===== src/fan_drive_ramp.sv =====
// package of shared constants, plus the soft-switch ramp for one coil output
// assumes one 50 MHz clock and a one-cycle microsecond enable from the top
`timescale 1ns/10ps
`default_nettype none

package fan_pkg;
	localparam int CLK_FREQ_MHZ      = 50;
	localparam int TON_TYP_MS        = 500;
	localparam int TON_MIN_MS        = 350;
	localparam int TON_MAX_MS        = 650;
	localparam int LOCK_OFF_ON_RATIO = 10;
	localparam int SLOPE_TIME_US     = 100;
	localparam int US_PER_MS         = 1000;
	localparam int CLK_PER_US        = CLK_FREQ_MHZ;
	localparam int TON_TYP_US        = TON_TYP_MS * US_PER_MS;
endpackage

module fan_drive_ramp
	import fan_pkg::*;
#(
	parameter int SLOPE_US = SLOPE_TIME_US
) (
	// clock and reset
	input  wire logic i_clk,
	input  wire logic i_srst,
	// timing
	input  wire logic i_us_tick,
	input  wire logic i_pwm_wrap,
	// control
	input  wire logic i_target,
	// output
	output logic      o_drive
);
	localparam int LW = $clog2(SLOPE_US + 1);
	localparam logic [LW-1:0] LEVEL_FULL = LW'(SLOPE_US);
	localparam logic [LW-1:0] LEVEL_ZERO = '0;
	localparam logic [LW-1:0] LEVEL_STEP = LW'(1);

	generate
		if (SLOPE_US < 1) begin : g_bad
			$error("slope must be at least one microsecond");
		end
	endgenerate

	// ----------------------------------------------------------------
	// level ramp and pwm
	// ----------------------------------------------------------------
	logic [LW-1:0] level_q;
	logic [LW-1:0] level_d;
	logic [LW-1:0] phase_q;
	logic [LW-1:0] phase_d;
	logic          drive_d;
	wire           go_up;
	wire           go_dn;

	// one step per microsecond: full swing takes the slope time
	assign go_up   = i_us_tick && i_target && (level_q != LEVEL_FULL);
	assign go_dn   = i_us_tick && !i_target && (level_q != LEVEL_ZERO);
	assign level_d = go_up ? level_q + LEVEL_STEP :
	                 go_dn ? level_q - LEVEL_STEP : level_q;
	assign phase_d = (i_pwm_wrap || phase_q == LEVEL_FULL - LEVEL_STEP) ?
	                 LEVEL_ZERO : phase_q + LEVEL_STEP;
	// duty equals level over slope; full level is a steady high
	assign drive_d = (level_q == LEVEL_FULL) || (phase_q < level_q);

	always_ff @(posedge i_clk) begin
		if (i_srst) begin
			level_q <= LEVEL_ZERO;
			phase_q <= LEVEL_ZERO;
			o_drive <= 1'b0;
		end else begin
			level_q <= level_d;
			phase_q <= phase_d;
			o_drive <= drive_d;
		end
	end
endmodule

`default_nettype wire


===== src/fan_lock_commutator.sv =====
// single-coil fan commutation, rotor lock retry and tach output
// assumes a raw hall polarity pin and an external pull-up on the tach line

`timescale 1ns/10ps
`default_nettype none

module fan_lock_commutator
	import fan_pkg::*;
#(
	parameter int ON_TIME_US = TON_TYP_US,
	parameter int OFF_RATIO  = LOCK_OFF_ON_RATIO,
	parameter int SLOPE_US   = SLOPE_TIME_US,
	parameter int TICK_CLKS  = CLK_PER_US
) (
	// clock and reset
	input  wire logic i_clk,
	input  wire logic i_srst,
	// hall sensor, high for north
	input  wire logic i_hall_north,
	// coil bridge
	output logic      o_coil_drive_a,
	output logic      o_coil_drive_b,
	// open-drain tach
	output logic      o_rotation_pulse_out,
	output logic      o_rotation_pulse_out_oe,
	// status
	output logic      o_locked
);
	localparam int OFF_TIME_US = ON_TIME_US * OFF_RATIO;
	localparam int TW = $clog2(OFF_TIME_US + 1);
	localparam int PW = $clog2(TICK_CLKS + 1);
	localparam logic [TW-1:0] T_ON   = TW'(ON_TIME_US);
	localparam logic [TW-1:0] T_OFF  = TW'(OFF_TIME_US);
	localparam logic [TW-1:0] T_ONE  = TW'(1);
	localparam logic [TW-1:0] T_ZERO = '0;
	localparam logic [PW-1:0] P_LAST = PW'(TICK_CLKS - 1);
	localparam logic [PW-1:0] P_ONE  = PW'(1);
	localparam logic [PW-1:0] P_ZERO = '0;

	generate
		// a zero on time would never expire and never declare a lock
		if (ON_TIME_US < 1 || OFF_RATIO < 1 ||
		    TICK_CLKS < 1 || SLOPE_US < 1) begin : g_bad
			$error("fan timing parameters out of range");
		end
	endgenerate

	typedef enum logic [1:0] {
		SPIN,
		LOCK_OFF,
		LOCK_ON
	} mode_t;

	// ----------------------------------------------------------------
	// hall synchroniser and microsecond enable
	// ----------------------------------------------------------------
	logic          hall_meta_q;
	logic          hall_q;
	logic          hall_prev_q;
	logic [PW-1:0] pre_q;
	wire           us_tick;
	wire           hall_edge;

	assign us_tick   = (pre_q == P_LAST);
	assign hall_edge = (hall_q != hall_prev_q);

	always_ff @(posedge i_clk) begin
		if (i_srst) begin
			hall_meta_q <= 1'b0;
			hall_q      <= 1'b0;
			hall_prev_q <= 1'b0;
			pre_q       <= P_ZERO;
		end else begin
			hall_meta_q <= i_hall_north;
			hall_q      <= hall_meta_q;
			hall_prev_q <= hall_q;
			pre_q       <= us_tick ? P_ZERO : pre_q + P_ONE;
		end
	end

	// ----------------------------------------------------------------
	// lock state machine
	// ----------------------------------------------------------------
	mode_t         mode_q;
	mode_t         mode_d;
	logic [TW-1:0] timer_q;
	logic [TW-1:0] timer_d;
	logic          lock_pole_q;
	wire           timer_done;

	assign timer_done = us_tick && (timer_q == T_ONE);

	always_comb begin
		mode_d  = mode_q;
		timer_d = (us_tick && timer_q != T_ZERO) ? timer_q - T_ONE : timer_q;
		unique case (mode_q)
			SPIN: begin
				// stall watch: one full on time without a polarity change
				if (hall_edge) begin
					timer_d = T_ON;
				end else if (timer_done) begin
					mode_d  = LOCK_OFF;
					timer_d = T_OFF;
				end
			end
			LOCK_OFF: begin
				if (hall_edge) begin
					mode_d  = SPIN;
					timer_d = T_ON;
				end else if (timer_done) begin
					mode_d  = LOCK_ON;
					timer_d = T_ON;
				end
			end
			LOCK_ON: begin
				if (hall_edge) begin
					mode_d  = SPIN;
					timer_d = T_ON;
				end else if (timer_done) begin
					mode_d  = LOCK_OFF;
					timer_d = T_OFF;
				end
			end
		endcase
	end

	always_ff @(posedge i_clk) begin
		if (i_srst) begin
			mode_q      <= SPIN;
			timer_q     <= T_ON;
			lock_pole_q <= 1'b0;
		end else begin
			mode_q  <= mode_d;
			timer_q <= timer_d;
			if (mode_q == SPIN && mode_d == LOCK_OFF) begin
				lock_pole_q <= hall_q;
			end
		end
	end

	// ----------------------------------------------------------------
	// coil targets and tach
	// ----------------------------------------------------------------
	logic tgt_a_q;
	logic tgt_b_q;
	logic fg_q;
	wire  tgt_a_d;
	wire  tgt_b_d;
	wire  lock_on;

	assign lock_on = (mode_q == LOCK_ON);
	// south drives a, north drives b; locked pole pulses only its own side
	assign tgt_a_d = (mode_q == SPIN) ? !hall_q :
	                 (lock_on && !lock_pole_q);
	assign tgt_b_d = (mode_q == SPIN) ? hall_q :
	                 (lock_on && lock_pole_q);

	always_ff @(posedge i_clk) begin
		if (i_srst) begin
			tgt_a_q              <= 1'b0;
			tgt_b_q              <= 1'b0;
			fg_q                 <= 1'b0;
			o_locked             <= 1'b0;
			o_rotation_pulse_out <= 1'b0;
		end else begin
			tgt_a_q              <= tgt_a_d;
			tgt_b_q              <= tgt_b_d;
			o_locked             <= (mode_d != SPIN);
			o_rotation_pulse_out <= 1'b0;
			// lock pulses are not rotation, so the tach holds there
			if (mode_q == SPIN && tgt_a_d && !tgt_a_q) begin
				fg_q <= !fg_q;
			end
		end
	end

	// open drain: enable pulls the line low, pull-up gives the high
	assign o_rotation_pulse_out_oe = fg_q;

	// ----------------------------------------------------------------
	// soft-switched outputs
	// ----------------------------------------------------------------
	fan_drive_ramp #(
		.SLOPE_US (SLOPE_US)
	) u_ramp_a (
		.i_clk      (i_clk),
		.i_srst     (i_srst),
		.i_us_tick  (us_tick),
		.i_pwm_wrap (1'b0),
		.i_target   (tgt_a_q),
		.o_drive    (o_coil_drive_a)
	);

	fan_drive_ramp #(
		.SLOPE_US (SLOPE_US)
	) u_ramp_b (
		.i_clk      (i_clk),
		.i_srst     (i_srst),
		.i_us_tick  (us_tick),
		.i_pwm_wrap (1'b0),
		.i_target   (tgt_b_q),
		.o_drive    (o_coil_drive_b)
	);
endmodule

`default_nettype wire


===== config.mk =====
export PLATFORM = sky130hd
export DESIGN_NAME = fan_lock_commutator
export DESIGN_NICKNAME = d
export VERILOG_FILES = /design/src/fan_drive_ramp.sv /design/src/fan_lock_commutator.sv
export SDC_FILE = /design/constraint.sdc
export NUM_CORES = 1
export LEC_CHECK = 0
export BUFFER_PORTS_ARGS = -buffer_cell sky130_fd_sc_hd__buf_4
export CORE_ASPECT_RATIO = 0.9
export CORE_UTILIZATION = 45
export CTS_BUF_LIST = sky130_fd_sc_hd__clkbuf_8
export CTS_CLUSTER_SIZE = 25
export DETAILED_ROUTE_END_ITERATION = 10
export PLACE_DENSITY_LB_ADDON = 0.25
export SLEW_MARGIN = 20
export SYNTH_ARGS = -nofsm -noshare
export SYNTH_HDL_FRONTEND = slang
export SYNTH_SLANG_ARGS = --single-unit

===== constraint.sdc =====
create_clock -name i_clk -period 2.77 [get_ports i_clk]
set_input_delay 0.554 -clock i_clk [delete_from_list [all_inputs] [get_ports i_clk]]
set_output_delay 0.554 -clock i_clk [all_outputs]
set_load 0.005 [all_outputs]

* Word level (Yosys, flattened, before mapping)
Cells that the tools add are included.
** Storage, ports and cells
- Output and inout port bits :: 5
- Word-level logic and storage cells :: 90
- Register bits :: 69
- Bits of input ports :: 3
** Cells by class
- Mux-type cells :: 18
- Reduce and logical (&&, ||, !) cells :: 33
- Eq/ne operators :: 12
- Order comparisons :: 2
- $add $sub $neg :: 8
** Operator list (count)
- $mux 23 :: 5
- $pmux 23 s2 :: 1
- $add 7x1->7 const B :: 4
- $eq 7x7->1 const B :: 4
- $mux 7 :: 4
- $eq 23x1->1 const B :: 1
- $reduce_bool 23->1 :: 1
- $sub 23x1->23 const B :: 1
- $logic_and 1x1->1 :: 15
- $lt 7x7->1 :: 2
- $ne 7x7->1 const B :: 2
- $reduce_bool 7->1 :: 2
- $sub 7x1->7 const B :: 2
- $mux 2 :: 5
- $reduce_or 2->1 :: 4
- $add 6x1->6 const B :: 1
- $eq 6x6->1 const B :: 1
- $pmux 2 s3 :: 1
- $reduce_bool 2->1 :: 3
- $logic_not 1->1 :: 5
- $eq 2x1->1 const B :: 2
- $eq 2x2->1 const B :: 1
- $logic_not 2->1 :: 1
- $logic_or 1x1->1 :: 2
- other kinds (2) :: 3

* Logic depth before layout (Yosys ltp)
- Depth after elaboration :: 7
- Depth in mapped cells :: 15
- Mapped depth without buffers :: 14

* By module
A second synthesis with hierarchy kept.
** Second synthesis, totals
- Cell total of the unflattened synthesis :: 452
- Area, all modules :: 4050.1 µm²
** Modules (own cells, without submodules)
- fan_drive_ramp :: cells an instance 124, times used 2, area an instance 1078.5 µm², sequential area each 300.3 µm²
- fan_lock_commutator :: cells an instance 204, times used 1, area an instance 1893.1 µm², sequential area each 780.7 µm²

* Least setup slack after synthesis
OpenSTA, ideal clock, no wires.
- Kind :: reg2reg
- From :: register pre_q[4]
- To :: register u_ramp_a.level_q[6]
- Data arrival time :: 2.449 ns
- Buffers on the path :: 1
- Required time :: 2.623 ns
- Library setup time :: 0.147 ns
- Cell stages (with the launch flop) :: 13
- Clock period less this slack :: 2.596 ns
- Slack :: 0.174 ns
- Path through :: dfxtp_1 -> nor3b_1 -> and2_1 -> buf_2 -> nand3_1 -> fa_1 -> a21oi_1 -> nor2_1 -> nor2_1 -> o21bai_1 -> a21oi_1 -> o21bai_1 -> o311ai_0
** Between the ends
- Cells in the longest elaborated chain, start to end :: 4
- Elaborated cells between the ends (all ways) :: 7
- Those cells by class :: eq/ne (1); mux (1); reduce/logical (5)
** Ends and longest elaborated chain
- start, declared :: RTL line fan_lock_commutator.sv:60 : logic [PW-1:0] pre_q;
- start signal, assigned :: RTL line fan_lock_commutator.sv:77 : pre_q <= us_tick ? P_ZERO : pre_q + P_ONE;
- $eq 6x6->1 * :: RTL line fan_lock_commutator.sv:64 : assign us_tick = (pre_q == P_LAST);
- $logic_and 1x1->1 (on tied branches) (2 in series) :: RTL line fan_drive_ramp.sv:57, fan_drive_ramp.sv:58
- $mux 7 / $reduce_bool 2->1 (equally long branches)
- end signal, assigned :: RTL line fan_drive_ramp.sv:72 : level_q <= level_d;
- end, declared :: RTL line fan_drive_ramp.sv:48 : logic [LW-1:0] level_q;
Every way passes the cells marked *; elsewhere a longest branch is shown, timed or not.
A chain may end at the register's enable or synchronous reset.

* Worst setup path in the final report
- From :: register u_ramp_b.level_q[0]
- To :: register u_ramp_b.level_q[6]
** Between the ends
- Cells in the longest elaborated chain, start to end :: 3
- Elaborated cells between the ends (all ways) :: 9
- Those cells by class :: add/sub (2); eq/ne (1); mux (2); reduce/logical (4)
** Ends and longest elaborated chain
- start, declared :: RTL line fan_drive_ramp.sv:48
- start signal, assigned :: RTL line fan_drive_ramp.sv:72
- $sub 7x1->7, or another cell as far along :: RTL line fan_drive_ramp.sv:60 : go_dn ? level_q - LEVEL_STEP : level_q;
- $mux 7, or another cell as far along :: RTL line fan_drive_ramp.sv:60
- $mux 7 / $reduce_bool 2->1 (equally long branches)
Parallel ways exist; a longest one is shown, timed or not. The select of a mux whose other input is x is not followed.

==> results.md <==
| Metric | Value |
| --- | --- |
| DRC violation count after routing | 0 |
| Routability cong. | 0.8390 |
| Worst setup path class | flip-flop to flip-flop |
| Reg2Reg Setup Slack | 190 ps |
| Final count of pins violating max slew | 0 |
| Post-synth net total | 467 |
| Power density over the cells | 498.2 nW/µm² |
| Number of standard cells in the layout, taps in and fillers out | 550 |
| Syn Std Cell Area | 3761 µm² |
| GRT overflow | 0 |
| Share of synthesized registers carrying an async set or reset | 0% |
| Clock latency on the worst-skew pair | 340 ps |
| Clk slew on worst S/H paths | 70 ps |
| Number of fill cells in the layout | 755 |
| Standard cell area after detailed placement | 3941 µm² |
| Top_reg_cell synth | sky130_fd_sc_hd__dfxtp_1 |
| Detailed placer's ending HPWL | 5083 µm |
| Vias in the first global route | 2625 |
| Worst hold margin | 435.0 ps |
| Total number of yosys warnings | 0 |
| Setup repair after global routing missed its margin | false |
| Status | finished, final reports clean |
| Multi-input logic area | 2246 µm² |
| Share of the yosys chip area belonging to registers | 36.73% |
| Count of max-cap constraint violations | 0 |
| Upper clock frequency limit | 387.2 MHz |
| Num rows | 31 |
| Post-detailed-routing wire length | 7177 µm |
| Max FO, Critical Path | 5 |
| Cell count after synthesis | 431 |
| Crit share post-route | 93.23% |
| Total CTS buffers | 9 |
| Critical register-to-register path endpoint | u_ramp_b.level_q[6] |
| Total non-filler cell area in the finished layout | 4204 µm² |
| Kind of end point of the critical path | flip-flop |
| Port bufs | 6 |
| Core Region | 8068 µm² |
| Storage element area | 1381 µm² |
| GRT Total Usage | 17.17% |
| Initial standard-cell utilization of the core | 46.62% |
| Placed Cells | 534 |
| Required time of the critical path | 2970 ps |
| Total power | 2.094 mW |
| Number of distinct library cells after synthesis | 54 |
| Drt pass-1 iters | 4 |
| Startpoint of the most critical register-to-register path | u_ramp_b.level_q[0] |
| Fin Clk Skew | 4.827 ps |
| Hold path depth | 2 |
| Violation count after the first detailed-routing iteration | 103 |
| Synthesized flop and latch total | 69 |
| Largest net degree at the start of global routing | 53 |
| Die area | 8728 µm² |
| IO Pins | 8 |
| Hold path endpoint | hall_meta_q |
| Final setup viols | 0 |
| Max-slew headroom | 65.29% |
| Post-detailed-route via-to-cell ratio | 5.336 |
| Die outline height | 88.73 µm |
| CTS Root Buffer Type | sky130_fd_sc_hd__clkbuf_8 |
| Routed via count | 2935 |
| Final period demand of the worst path | 2582 ps |
| Number of antenna violations at the first check in global routing | 0 |
| Transition at the pin with the smallest max-transition slack | 520.7 ps |
| TritonCTS clock tree | built |
| Deepest level of the CTS H-tree | 3 |
| EDFF count, synth | 0 |
| First-pass GRT wire length | 11980 µm |
| Max clock buf depth | 2 |
| Largest voltage drop on the vdd net | 0.0004300 V |
| Proportion of layout cells with a drive suffix above 1 | 11.09% |
| Area growth from synthesis to layout | 11.78% |
| Leakage Power | 1.567 nW |
| Post-synthesis area per instance | 8.726 µm² |
| Overall die width | 98.37 µm |
| Cts-stage hold buffer count | 0 |
| Drt wl/cell | 13.05 µm |
| Number of nets in the final layout | 482 |
| Number of sinks driven by the clock tree | 69 |
| Summed negative setup slack over all endpoints | 0 ps |
| Residual antenna-violating net count after detailed routing | 0 |
| Kind of launch point of the worst setup path | flip-flop |
| Number of cells traversed by the worst register-to-register path | 12 |
| Diode insertion count for antenna repair | 0 |
| Worst Path Arrival | 2780 ps |
| Hold path startpoint | i_hall_north |
| Class of the tightest hold or removal check | input port to flip-flop |
| Final hold violation count | 0 |
area by class of cell:
class	instances	share of cell area, %
clock buffer	9	2.946
clock inverter	7	2.738
inverter	27	2.411
timing repair buffer	15	2.679
multi-input combinational	324	53.42
tap	99	2.946
sequential	69	32.86
kinds of logic after synthesis:
group           after synthesis  synth area share [%]
flops                        69                 36.73
compound gates               76                 12.67
other cells                   1               0.09970
fa+ha+maj                    33                 11.38
simple gates                168                 23.95
xor+xnor                     40                 9.315
mux                           6                 1.663
buf+inv                      38                 4.192
power by group:
group / internal [mW] / switching (mW) / total, mW / leakage (nW)
Combinational: 0.0413 / 0.0491 / 0.0904 / 0.888
Sequential: 1.01 / 0.0177 / 1.03 / 0.559
Clock: 0.594 / 0.381 / 0.976 / 0.121
flip-flops by register name, indices dropped and copies added (netlist names):
| signal | cells |
|---|---|
| timer_q | 23 |
| u_ramp_a.level_q | 7 |
| u_ramp_a.phase_q | 7 |
| u_ramp_b.level_q | 7 |
| u_ramp_b.phase_q | 7 |
| pre_q | 6 |
| mode_q | 2 |
| hall_meta_q | 1 |
| hall_prev_q | 1 |
| hall_q | 1 |
| lock_pole_q | 1 |
| o_locked | 1 |
| o_rotation_pulse_out_oe | 1 |
| tgt_a_q | 1 |
| tgt_b_q | 1 |
| u_ramp_a.o_drive | 1 |
| u_ramp_b.o_drive | 1 |
worst max-delay path by stage:
stage                                    from                   to  slack [ps]  cells after the start
after global routing                 pre_q[0]  u_ramp_a.level_q[6]           7                     12
after global placement    u_ramp_b.level_q[0]  u_ramp_b.level_q[6]         130                     12
after CTS                 u_ramp_b.level_q[0]  u_ramp_b.level_q[6]         110                     12
after detailed placement             pre_q[0]  u_ramp_a.level_q[6]         140                     12
after floorplan                      pre_q[4]  u_ramp_a.level_q[6]         170                     12
final                     u_ramp_b.level_q[0]  u_ramp_b.level_q[6]         190                     12
critical path, cell delays in order, from the launching register on:
cell	delay (ps)
sky130_fd_sc_hd__dfxtp_1	370
sky130_fd_sc_hd__nor4_2	360
sky130_fd_sc_hd__nand4_1	190
sky130_fd_sc_hd__nand3_1	200
sky130_fd_sc_hd__inv_1	110
sky130_fd_sc_hd__fa_1	420
sky130_fd_sc_hd__inv_1	70
sky130_fd_sc_hd__a21oi_1	60
sky130_fd_sc_hd__o21bai_1	220
sky130_fd_sc_hd__a21o_1	150
sky130_fd_sc_hd__a21oi_1	70
sky130_fd_sc_hd__o21ai_0	80
sky130_fd_sc_hd__o311ai_0	140
cells in the mapped netlist, drive strengths merged, types with 6 or more instances:
master  instances  area, µm²
nor4            8      71.32
or3             7      48.80
ha             31      387.9
nand3          17      97.60
nand2          24      90.09
nand4           8      50.05
o21ai          14      70.06
inv            27      101.4
nor3           24      125.1
a21o           10      75.07
nor2           50      197.7
nor2b           7      43.79
buf             6      37.53
dfxtp          69       1381
xor2           12      105.1
xnor2          28      245.2
a21oi          31      155.2
routing by layer:
metal	track usage, %	up-vias	routed length, µm
li1	-	1542	-
met1	22.66	1331	3629
met2	27.21	50	3161
met3	4.344	12	283
met4	6.784	0	102
met5	0	-	0
metrics by stage:
stage | worst slack [ps] | util [%]
final | 187.6 | 52.11
after global routing | 6.808 | 52.11
after CTS | 108.2 | 51.81
after detailed placement | 137.3 | 48.85
after global placement | 131.9 | 48.85
after floorplan | 173.7 | -
placed cells by master (no fill, tap or decap), drive strengths merged, types with 3 or more instances in the layout:
master	count
dfxtp	69
nor2	50
ha	31
a21oi	31
inv	28
xnor2	28
nand2	24
nor3	24
nand3	17
buf	15
o21ai	14
xor2	12
a21o	10
clkbuf	9
nand4	8
nor4	8
nor2b	7
or3	7
and3	5
nand2b	5
o21bai	5
mux2i	4
a211oi	4
or4	4
nor3b	3
bufinv	3
timing repair:
item / in CTS / in global routing
endpoints found under the hold margin: 0 / 0
gates resized for setup: 0 / 5
setup endpoints to repair: 0 / 4
buffers inserted: 0 / 0
Power figures use the tool's default switching activity.
